===== src/usrd_pkg.sv =====
// Purpose: shared constants for the usb suspend/reset bus-event detector
// Assumes: 125 MHz clock, APB register access with 32-bit data
// Notes: times are kept in their own unit, cycle counts derive from them
package usrd_pkg;

    // clock
    localparam int USRD_CLK_MHZ = 125;

    // times as chosen inside the documented windows
    localparam int USRD_INACT_US = 3050;
    localparam int USRD_SAMPLE_US = 400;
    localparam int USRD_RESUME_US = 5000;
    localparam int USRD_FULL_SUSP_US = 10000;
    localparam int USRD_SE0_NS = 2500;
    localparam int USRD_INACT_MIN_US = 3000;
    localparam int USRD_INACT_MAX_NS = 3125000;

    // cycle counts; a least time rounds up
    localparam logic [20:0] USRD_INACT_CYC = 21'(USRD_INACT_US * USRD_CLK_MHZ);
    localparam logic [20:0] USRD_SAMPLE_CYC = 21'(USRD_SAMPLE_US * USRD_CLK_MHZ);
    localparam logic [20:0] USRD_RESUME_CYC = 21'(USRD_RESUME_US * USRD_CLK_MHZ);
    localparam logic [20:0] USRD_FULL_SUSP_CYC = 21'(USRD_FULL_SUSP_US * USRD_CLK_MHZ);
    localparam logic [8:0] USRD_SE0_CYC = 9'((USRD_SE0_NS * USRD_CLK_MHZ + 999) / 1000);
    localparam logic [20:0] USRD_INACT_MIN_CYC = 21'(USRD_INACT_MIN_US * USRD_CLK_MHZ);
    localparam logic [20:0] USRD_INACT_MAX_CYC = 21'(USRD_INACT_MAX_NS / 1000 * USRD_CLK_MHZ);

    // register byte offsets
    localparam logic [7:0] USRD_OFS_STATUS = 8'h00;
    localparam logic [7:0] USRD_OFS_ENGINE_EN = 8'h04;
    localparam logic [7:0] USRD_OFS_DEVICE_EN = 8'h08;
    localparam logic [7:0] USRD_OFS_TOP_EN = 8'h0C;
    localparam logic [7:0] USRD_OFS_CONTROL = 8'h10;
    localparam logic [7:0] USRD_OFS_XCVR = 8'h14;
    localparam logic [7:0] USRD_OFS_LINE = 8'h18;

    // field positions
    localparam int USRD_B_SUSPEND = 0;
    localparam int USRD_B_RESET = 1;
    localparam int USRD_B_WATCH_OFF = 0;
    localparam int USRD_B_SLEEP = 1;
    localparam int USRD_B_WAKEUP = 2;
    localparam int USRD_B_XCVR_SEL = 0;
    localparam int USRD_B_TERM_SEL = 1;

    // reset values
    localparam logic [1:0] USRD_RST_FLAGS = 2'h0;
    localparam logic [2:0] USRD_RST_CONTROL = 3'h0;
    localparam logic [1:0] USRD_RST_XCVR = 2'h3;

    // line condition codes
    localparam logic [1:0] USRD_LINE_SE0 = 2'h0;
    localparam logic [1:0] USRD_LINE_J = 2'h1;

    typedef enum logic [2:0]
    {
        USRD_ST_WATCH = 3'h1,
        USRD_ST_SAMPLE = 3'h2,
        USRD_ST_HOLD = 3'h4
    } usrd_state_e;

endpackage : usrd_pkg


===== src/usrd_detect.sv =====
// Purpose: suspend and reset detection for the device end of a usb 2.0 link
// Assumes: bus activity strobes come from logic on this clock; line pins are asynchronous
// Notes: registers are reached over APB with zero wait states
//
// The APB slave port and the register addresses are this design's own decisions.
`timescale 1ns/1ps

// Function
// full speed, 3 ms idle plus J held through the sample sets suspend flag
// inactivity is declared strictly between 3.0 ms and 3.125 ms after activity
// line is sampled 100 to 875 us after inactivity; J sets suspend flag
// interrupt output goes low with the flag when all three enables are set
// resume signalling is never driven before 5 ms of bus silence
// firmware sets watch-off before sleep; full suspend by 10 ms
// with full suspend and sleep requested, internal clock stops within 10 us
// high speed, 3 ms idle switches to full-speed terminations before 3.125 ms
// the switch writes 1 to both transceiver and termination speed selects
// after high-speed fallback, SE0 at the sample point sets reset flag
// full speed, SE0 held 2.5 us sets reset flag
// firmware sets watch-off before starting the chirp handshake after reset
// after high-speed fallback, J at the sample point sets suspend flag
// bus activity restarts the idle timer; flags stay until firmware clears them
module usrd_detect
#(
    parameter logic [20:0] INACT_CYC = usrd_pkg::USRD_INACT_CYC,
    parameter logic [20:0] SAMPLE_CYC = usrd_pkg::USRD_SAMPLE_CYC,
    parameter logic [20:0] RESUME_CYC = usrd_pkg::USRD_RESUME_CYC,
    parameter logic [20:0] FULL_SUSP_CYC = usrd_pkg::USRD_FULL_SUSP_CYC
)
(
    // clock and reset
    input wire logic clock,
    input wire logic rst_n,
    // apb slave
    input wire logic psel,
    input wire logic penable,
    input wire logic pwrite,
    input wire logic [7:0] paddr,
    input wire logic [31:0] pwdata,
    output logic [31:0] prdata,
    output logic pready,
    output logic pslverr,
    // bus side
    input wire logic [1:0] busLineCondition,
    input wire logic txActive,
    input wire logic rxActive,
    // transceiver and power control
    output logic transceiverSpeedSel,
    output logic terminationSpeedSel,
    output logic resumeDrive,
    output logic internalClockOff,
    // interrupt
    output logic irq_n
);
    import usrd_pkg::*;

    usrd_state_e state_r, state_nxt;
    logic [20:0] idleCnt_r, idleCnt_nxt;
    logic [8:0] se0Cnt_r, se0Cnt_nxt;
    logic jHeld_r, jHeld_nxt;
    logic fellBack_r, fellBack_nxt;
    logic [1:0] lineS1_r, lineS2_r, lineS3_r, line_r, line_nxt;
    logic [1:0] flags_r, flags_nxt, flagSet;
    logic [1:0] engineEn_r, engineEn_nxt;
    logic deviceEn_r, deviceEn_nxt;
    logic topEn_r, topEn_nxt;
    logic [2:0] control_r, control_nxt;
    logic [1:0] xcvr_r, xcvr_nxt;
    logic [31:0] prdata_r, prdata_nxt;
    logic pready_r, pready_nxt;
    logic pslverr_r, pslverr_nxt;
    logic irq_n_r, irq_n_nxt;
    logic resume_r, resume_nxt;
    logic clkOff_r, clkOff_nxt;
    logic activity, watchOff, wrStrobe, setupRd, mapped;
    logic [31:0] rdMux;

    assign activity = txActive | rxActive;
    assign watchOff = control_r[USRD_B_WATCH_OFF];
    assign wrStrobe = psel & penable & pready_r & pwrite;
    assign setupRd = psel & ~penable;

    // line pins: three stages, a change is taken once stages two and three agree
    always_comb
    begin
        line_nxt = line_r;
        if (lineS2_r == lineS3_r)
        begin
            line_nxt = lineS3_r;
        end
    end

    always_ff @(posedge clock)
    begin
        if (!rst_n)
        begin
            lineS1_r <= USRD_LINE_J;
            lineS2_r <= USRD_LINE_J;
            lineS3_r <= USRD_LINE_J;
            line_r <= USRD_LINE_J;
        end
        else
        begin
            lineS1_r <= busLineCondition;
            lineS2_r <= lineS1_r;
            lineS3_r <= lineS2_r;
            line_r <= line_nxt;
        end
    end

    // apb decode and register file
    always_comb
    begin
        mapped = 1'b1;
        rdMux = 32'h0000_0000;
        unique case (paddr)
            USRD_OFS_STATUS: rdMux[1:0] = flags_r;
            USRD_OFS_ENGINE_EN: rdMux[1:0] = engineEn_r;
            USRD_OFS_DEVICE_EN: rdMux[0] = deviceEn_r;
            USRD_OFS_TOP_EN: rdMux[0] = topEn_r;
            USRD_OFS_CONTROL: rdMux[2:0] = control_r;
            USRD_OFS_XCVR: rdMux[1:0] = xcvr_r;
            USRD_OFS_LINE: rdMux[4:0] = {clkOff_r, resume_r, state_r != USRD_ST_WATCH, line_r};
            default: mapped = 1'b0;
        endcase
        pready_nxt = setupRd;
        pslverr_nxt = setupRd & ~mapped;
        prdata_nxt = (setupRd & ~pwrite) ? rdMux : 32'h0000_0000;
        engineEn_nxt = engineEn_r;
        deviceEn_nxt = deviceEn_r;
        topEn_nxt = topEn_r;
        control_nxt = control_r;
        if (wrStrobe && paddr == USRD_OFS_ENGINE_EN)
        begin
            engineEn_nxt = pwdata[1:0];
        end
        if (wrStrobe && paddr == USRD_OFS_DEVICE_EN)
        begin
            deviceEn_nxt = pwdata[0];
        end
        if (wrStrobe && paddr == USRD_OFS_TOP_EN)
        begin
            topEn_nxt = pwdata[0];
        end
        if (wrStrobe && paddr == USRD_OFS_CONTROL)
        begin
            control_nxt = pwdata[2:0];
        end
    end

    // detection engine
    always_comb
    begin
        state_nxt = state_r;
        jHeld_nxt = jHeld_r;
        fellBack_nxt = fellBack_r;
        flagSet = 2'h0;
        xcvr_nxt = xcvr_r;
        if (wrStrobe && paddr == USRD_OFS_XCVR)
        begin
            xcvr_nxt = pwdata[1:0];
        end
        idleCnt_nxt = idleCnt_r;
        if (activity)
        begin
            idleCnt_nxt = 21'h00_0000;
        end
        else if (idleCnt_r < FULL_SUSP_CYC)
        begin
            idleCnt_nxt = idleCnt_r + 21'h00_0001;
        end
        unique case (state_r)
            USRD_ST_WATCH:
            begin
                if (idleCnt_r == INACT_CYC)
                begin
                    state_nxt = USRD_ST_SAMPLE;
                    jHeld_nxt = (line_r == USRD_LINE_J);
                    if (!xcvr_r[USRD_B_XCVR_SEL])
                    begin
                        // high speed: drop to full-speed terminations and pull-up
                        fellBack_nxt = 1'b1;
                        xcvr_nxt = 2'h3;
                    end
                end
            end
            USRD_ST_SAMPLE:
            begin
                if (line_r != USRD_LINE_J)
                begin
                    jHeld_nxt = 1'b0;
                end
                if (idleCnt_r == INACT_CYC + SAMPLE_CYC)
                begin
                    state_nxt = USRD_ST_HOLD;
                    if (line_r == USRD_LINE_J && (jHeld_r || fellBack_r))
                    begin
                        flagSet[USRD_B_SUSPEND] = 1'b1;
                    end
                    else if (line_r == USRD_LINE_SE0 && fellBack_r)
                    begin
                        flagSet[USRD_B_RESET] = 1'b1;
                    end
                end
            end
            USRD_ST_HOLD:
            begin
                state_nxt = USRD_ST_HOLD;
            end
            default:
            begin
                state_nxt = USRD_ST_WATCH;
            end
        endcase
        // full-speed reset: SE0 held long enough
        se0Cnt_nxt = 9'h000;
        if (!watchOff && !activity && fellBack_r == 1'b0 && xcvr_r[USRD_B_XCVR_SEL] && line_r == USRD_LINE_SE0)
        begin
            se0Cnt_nxt = (se0Cnt_r == USRD_SE0_CYC) ? se0Cnt_r : se0Cnt_r + 9'h001;
            if (se0Cnt_r == USRD_SE0_CYC - 9'h001)
            begin
                flagSet[USRD_B_RESET] = 1'b1;
            end
        end
        if (activity || watchOff)
        begin
            // watch-off parks detection so firmware can run its own sequences
            state_nxt = USRD_ST_WATCH;
            fellBack_nxt = 1'b0;
            flagSet = 2'h0;
        end
        flags_nxt = flags_r;
        if (wrStrobe && paddr == USRD_OFS_STATUS)
        begin
            flags_nxt = flags_r & ~pwdata[1:0];
        end
        // a hardware set in the clearing cycle wins
        flags_nxt = flags_nxt | flagSet;
        irq_n_nxt = ~(|(flags_nxt & engineEn_nxt) & deviceEn_nxt & topEn_nxt);
        resume_nxt = control_nxt[USRD_B_WAKEUP] & ~activity & (idleCnt_nxt >= RESUME_CYC);
        // clock stop only once the bus has been quiet long enough and firmware parked detection
        clkOff_nxt = control_r[USRD_B_SLEEP] & watchOff & (idleCnt_r >= FULL_SUSP_CYC);
    end

    always_ff @(posedge clock)
    begin
        if (!rst_n)
        begin
            state_r <= USRD_ST_WATCH;
            idleCnt_r <= 21'h00_0000;
            se0Cnt_r <= 9'h000;
            jHeld_r <= 1'b0;
            fellBack_r <= 1'b0;
            flags_r <= USRD_RST_FLAGS;
            engineEn_r <= 2'h0;
            deviceEn_r <= 1'b0;
            topEn_r <= 1'b0;
            control_r <= USRD_RST_CONTROL;
            xcvr_r <= USRD_RST_XCVR;
            prdata_r <= 32'h0000_0000;
            pready_r <= 1'b0;
            pslverr_r <= 1'b0;
            irq_n_r <= 1'b1;
            resume_r <= 1'b0;
            clkOff_r <= 1'b0;
        end
        else
        begin
            state_r <= state_nxt;
            idleCnt_r <= idleCnt_nxt;
            se0Cnt_r <= se0Cnt_nxt;
            jHeld_r <= jHeld_nxt;
            fellBack_r <= fellBack_nxt;
            flags_r <= flags_nxt;
            engineEn_r <= engineEn_nxt;
            deviceEn_r <= deviceEn_nxt;
            topEn_r <= topEn_nxt;
            control_r <= control_nxt;
            xcvr_r <= xcvr_nxt;
            prdata_r <= prdata_nxt;
            pready_r <= pready_nxt;
            pslverr_r <= pslverr_nxt;
            irq_n_r <= irq_n_nxt;
            resume_r <= resume_nxt;
            clkOff_r <= clkOff_nxt;
        end
    end

    assign prdata = prdata_r;
    assign pready = pready_r;
    assign pslverr = pslverr_r;
    assign transceiverSpeedSel = xcvr_r[USRD_B_XCVR_SEL];
    assign terminationSpeedSel = xcvr_r[USRD_B_TERM_SEL];
    assign resumeDrive = resume_r;
    assign internalClockOff = clkOff_r;
    assign irq_n = irq_n_r;
endmodule : usrd_detect


===== config.mk =====
export PLATFORM = sky130hd
export DESIGN_NAME = usrd_detect
export DESIGN_NICKNAME = d
export VERILOG_FILES = /design/src/usrd_pkg.sv /design/src/usrd_detect.sv
export SDC_FILE = /design/constraint.sdc
export NUM_CORES = 1
export LEC_CHECK = 0
export BUFFER_PORTS_ARGS = -buffer_cell sky130_fd_sc_hd__buf_4
export CAP_MARGIN = 20
export CELL_PAD_IN_SITES_DETAIL_PLACEMENT = 1
export CELL_PAD_IN_SITES_GLOBAL_PLACEMENT = 1
export CORE_UTILIZATION = 42
export CTS_BUF_LIST = sky130_fd_sc_hd__clkbuf_16
export DETAILED_ROUTE_END_ITERATION = 8
export GPL_TIMING_DRIVEN = 0
export HOLD_SLACK_MARGIN = 0.05
export PLACE_DENSITY = 0.92
export SLEW_MARGIN = 20
export SYNTH_ARGS = -nofsm -noshare
export SYNTH_HDL_FRONTEND = slang
export SYNTH_SLANG_ARGS = --single-unit
export TNS_END_PERCENT = 10

===== constraint.sdc =====
create_clock -name clock -period 4.25 [get_ports clock]
set_input_delay 0.425 -clock clock [delete_from_list [all_inputs] [get_ports clock]]
set_output_delay 0.425 -clock clock [all_outputs]
set_load 0.01 [all_outputs]

# == After elaboration in Yosys (flattened, before gate mapping) ==
# Cells that the tools add are included.
# op_classes
n_addsub,2
multipliers,0
div_mod_pow,0
order_cmp,3
eq_ne,20
n_shift,0
mux,29
bitwise_logic,25
reduce_logical,28
# op_table
cell,count
$eq A21 B19 Y1 const B,2
$mux W21,2
$eq A8 B5 Y1 const B,3
$add A21 B1 Y21 const B,1
$ge A21 B20 Y1 const B,1
$ge A21 B21 Y1 const B,1
$lt A21 B21 Y1 const B,1
$eq A9 B9 Y1 const B,2
$mux W2,9
$eq A8 B4 Y1 const B,2
$and A1 B1 Y1,12
$logic_and A1 B1 Y1,12
$mux W1,10
$add A9 B1 Y9 const B,1
$mux W3,3
$pmux W3 S3,1
$reduce_and A3 Y1,3
$eq A8 B3 Y1 const B,1
$logic_not A8 Y1,1
$not A1 Y1,8
$pmux W1 S7,1
$reduce_or A7 Y1,1
$ne A2 B2 Y1 const B,3
$reduce_and A2 Y1,3
other kinds (18),23
# word_totals
register_bits,91
latchBits,0
ram_bits,0
mem_bits_ro,0
in_bits,49
out_inout_bits,39
wordCells,131
memories,0

# == Logic depth before layout (Yosys ltp) ==
# depth
depth_word,15
depth_mapped,10
ltp_nobuf,10

# == Worst setup path after synthesis ==
# Ideal clock, no wire load.
# synth_timing
path_kind,register -> register
start,register idleCnt_r[9]
end,register resume_r (netlist: resumeDrive)
setup_ns,0.126
t_arrival_ns,2.385
t_required_ns,4.124
setup_slack_ns,1.739
path_stages_with_launch,10
n_path_buf,1
period_less_slack_ns,2.511
cell_sequence,dfxtp_1 buf_6 a211o_1 o21a_2 nor4_4 nand3_2 mux2_4 o22a_1 o41ai_1 a21oi_1
# synth_between
elab_chain_cells,5
elab_cells_between_ends,6
classes_between,add/sub: 1; order compare: 2; mux: 2; bitwise: 1
# synth_rtl
item,line,source
"start, declared",usrd_detect.sv:58,"logic [20:0] idleCnt_r, idleCnt_nxt;"
"start signal, assigned",usrd_detect.sv:270,idleCnt_r <= idleCnt_nxt;
$add A21 B1 Y21 or $lt A21 B21 Y1 (tied branches),"usrd_detect.sv:170, usrd_detect.sv:168",
$mux W21 *,usrd_detect.sv:168,else if (idleCnt_r < FULL_SUSP_CYC)
$mux W21 *,usrd_detect.sv:164,if (activity)
$ge A21 B20 Y1 *,usrd_detect.sv:240,resume_nxt = control_nxt[USRD_B_WAKEUP] & ~activity & (idleCnt_nxt >= RESUME_CYC);
$and A1 B1 Y1 *,usrd_detect.sv:240,
"end signal, assigned",usrd_detect.sv:284,resume_r <= resume_nxt;
"end, declared",usrd_detect.sv:73,"logic resume_r, resume_nxt;"
# Mark *: on every way between the ends. The rest lies on a longest branch, timed or not.
# A chain may end at the register's enable or synchronous reset.

# == Worst setup path after layout ==
# layout_timing
start,register idleCnt_r[10]
end,register resume_r (netlist: resumeDrive)
# The elaborated chain is that of the path after synthesis.

==> impl_results.md <==
- Setup ws final: 1.24 ns
- Critical Path Start Type: flop
- Mapped Avg Cell Area: 8.15 µm²
- Synth top area share: 35.6%
- RSZ-0062 raised after global routing: no
- Die Y-Extent: 94.6 µm
- CP max stage delay: 0.67 ns
- Outcome: complete, no violations
- Antenna cells: 0
- Core Box Area: 8260 µm²
- Static Leak: 0.00166 µW
- Via Count: roughly 3400
- CTS tree: built
- Max-Cap Viols: 0
- Fill cell count: 1046
- Hold WC Path Type: in -> reg
- CTS Sinks: between 60 and 70
- Antenna violations before repair: 0
- Fin area: 4370 µm²
- CP Data Arrival Time: around 3.2 ns
- Root Buffer: clkbuf_16
- Gates resized, CTS repair: 0
- DP HPWL: about 7700 µm
- Final Hold Vio Count: 0
- Drt pass-1 iters: 4
- Synth Flop Type: dfxtp_1
- Clock tree buffer depth: 2
- Placer Congestion: approximately 0.94
- Crit Path Category: reg -> reg
- H-tree depth: 3
- Initial core utilization: 43.6%
- Setup WS pre-CTS: 1.26 ns
- CP max FO: 10
- Synth top area cells: dfxtp_1 (36%), buf_4 (5.6%), nor2_1 (5.6%)
- #FFs+latches synth: 64
- Synth top cells by count: dfxtp_1 (64), nor2_1 (54), nand2_1 (38)
- Hold path startpoint: busLineCondition[0]
- CP startpoint: idleCnt_r[10]$_SDFF_PN0_
- FP Rows: 33
- Largest net degree at the start of global routing: 13
- Setup bufs post-CTS: 0
- Final Max Slew Viols: 0
- TNS Setup: 0 ns
- Yosys top cell by area: dfxtp_1
- Post-synth EDFFs: 0
- Most common cell in the synthesized netlist: dfxtp_1
- CP max-delay cell: or4b_2
- Synth warn: 0
- Vias per cell: ~5.5
- Skew final: between 0.004 and 0.005 ns
- Chip width: roughly 95 µm
- DIE AREA: between 8000 and 9000 µm²
- Slew @ Worst Pin: 0.852 ns
- CTS Hold Bufs: 0
- Area grow syn2layout: 21.3%
- Fmax: around 330 MHz
- GRT Total Usage: 24.5%
- Min cycle time layout: 3.01 ns
- PD cells: 339 nW/µm²
- Post-route ant nets: 0
- Num CTS Buffers: 9
- Clock Pin Slew Worst Setup and Hold Paths: 0.06 ns
- Worst-path cell chain: clkbuf_1 -> or4b_2 -> nor4_1 -> o21ai_0 -> a32oi_1 -> a311oi_2 -> o41ai_1 -> a21oi_1
- Drt wl/cell: ~17 µm
- Slew headroom: 43.1%
- Total grt overflow: 0
- Drt total wl: around 10000 µm
- NumNets Final: 563
- Clk_lat worst skew: 0.33 ns
- R2r startpoint: idleCnt_r[10]$_SDFF_PN0_
- Critical path data required time: about 4.5 ns
- Register area share after synthesis: a little over a third
- I/O pin cnt: 88
- Non-filler cells, final: roughly 620
- First-iteration detailed-routing DRC count: 75
- Post-Syn Area: 3600 µm²
- Port Buffers: 29
- Peak supply drop: 0.179 mV
- Tcrit/Tclk final: between 70% and 80%
- CP Capture Type: flop
- Synthesized instance count: 442
- Ys async rst share: 0%
- DP Area: between 4000 and 5000 µm²
- Share of cells above drive strength 1: 17.3%
- Drt drc: 0
- Vias in the first global route: 3569
- Placed Cells: roughly 600
- Global-route wire length before repair: 17000 µm
- Post-synth cell types: 59
- Final setup fails: 0
-- cell usage in the layout, fill, tap and decap left out, types with 10 or more instances in the layout --
cell type and count:
dfxtp_1 64, buf_4 56, nor2_1 54, nand2_1 38
nand3_1 27, conb_1 27, clkbuf_1 17, nor2b_1 17
xnor2_1 15, o21ai_0 12, a21oi_1 12, xor2_1 12
inv_1 11, mux2i_1 10
-- where the power goes --
group / leakage (µW) / internal (µW) / switching (µW)
combinational: 0.000984 / 37.1 / 38.9
clock: 0.000157 / 514 / 284
sequential: 0.000517 / 604 / 2.73
-- path summary, 6_finish.rpt --
check,to,slack (ns),cells past startpoint
worst max-delay path,resumeDrive$_SDFF_PN0_,1.24,8
worst min-delay path,lineS1_r[0]$_SDFF_PN1_,0.30,2
worst max register to register,resumeDrive$_SDFF_PN0_,1.24,8
worst min register to register,lineS2_r[0]$_SDFF_PN1_,0.44,1
-- metal layers --
layer  global-route usage [%]  part of all wire, %
met3                     5.56                  3.7
met1                     26.2                   41
met2                     45.3                   52
met4                     11.0                  3.0
met5                        0                    0
-- worst max-delay path, delay by kind of cell, from the launching register on --
kind | cells | cell delay (ns)
compound gates | 5 | 1.13
simple gates | 2 | 1.19
buf+inv | 1 | 0.24
flops | 1 | 0.31
-- through the flow --
stage | hold slack (ns) | utilization (%) | total power [µW]
CTS | 0.290 | 52.9 | 1500
global route | 0.304 | 52.9 | 1530
finish | 0.304 | 52.9 | 1480
global placement | 0.393 | 49.0 | 690
floorplan | 0.386 | - | 668
detailed placement | 0.420 | 49.0 | 693
-- logic make-up (layout without fill, tap and decap cells) --
| kind of cell | Yosys count | after routing | synth area share [%] |
|---|---|---|---|
| AO/OA/AOI/OAI | 59 | 59 | 11.1 |
| XOR/XNOR | 27 | 27 | 6.56 |
| adder cells (fa/ha/maj) | 6 | 6 | 2.08 |
| buffers and inverters | 58 | 103 | 9.13 |
| flip-flops | 64 | 64 | 35.6 |
| multiplexers | 15 | 15 | 4.44 |
| other | 1 | 27 | 0.104 |
| AND/OR/NAND/NOR | 212 | 212 | 31.0 |
-- flip-flops by register name, indices dropped and copies added, names as in the netlist, 2 cells and up --
name,count
flags_r,2
se0Cnt_r,9
control_r,3
line_r,2
state_r,3
idleCnt_r,21
xcvr_r,2
lineS2_r,2
engineEn_r,2
prdata,5
lineS1_r,2
lineS3_r,2
-- layout make-up --
type | count | area [µm²] | share of cell area [%]
multi-input cells | 346 | 2090 | 47.8
clock buffers | 9 | 225 | 5.15
flip-flops and latches | 64 | 1280 | 29.3
inverters | 11 | 41.3 | 0.945
well taps | 105 | 131 | 3.01
plain buffers | 47 | 288 | 6.58
repair buffers | 29 | 218 | 4.98
clock inverters | 7 | 95.1 | 2.18
(Power assumes the default switching activity.)
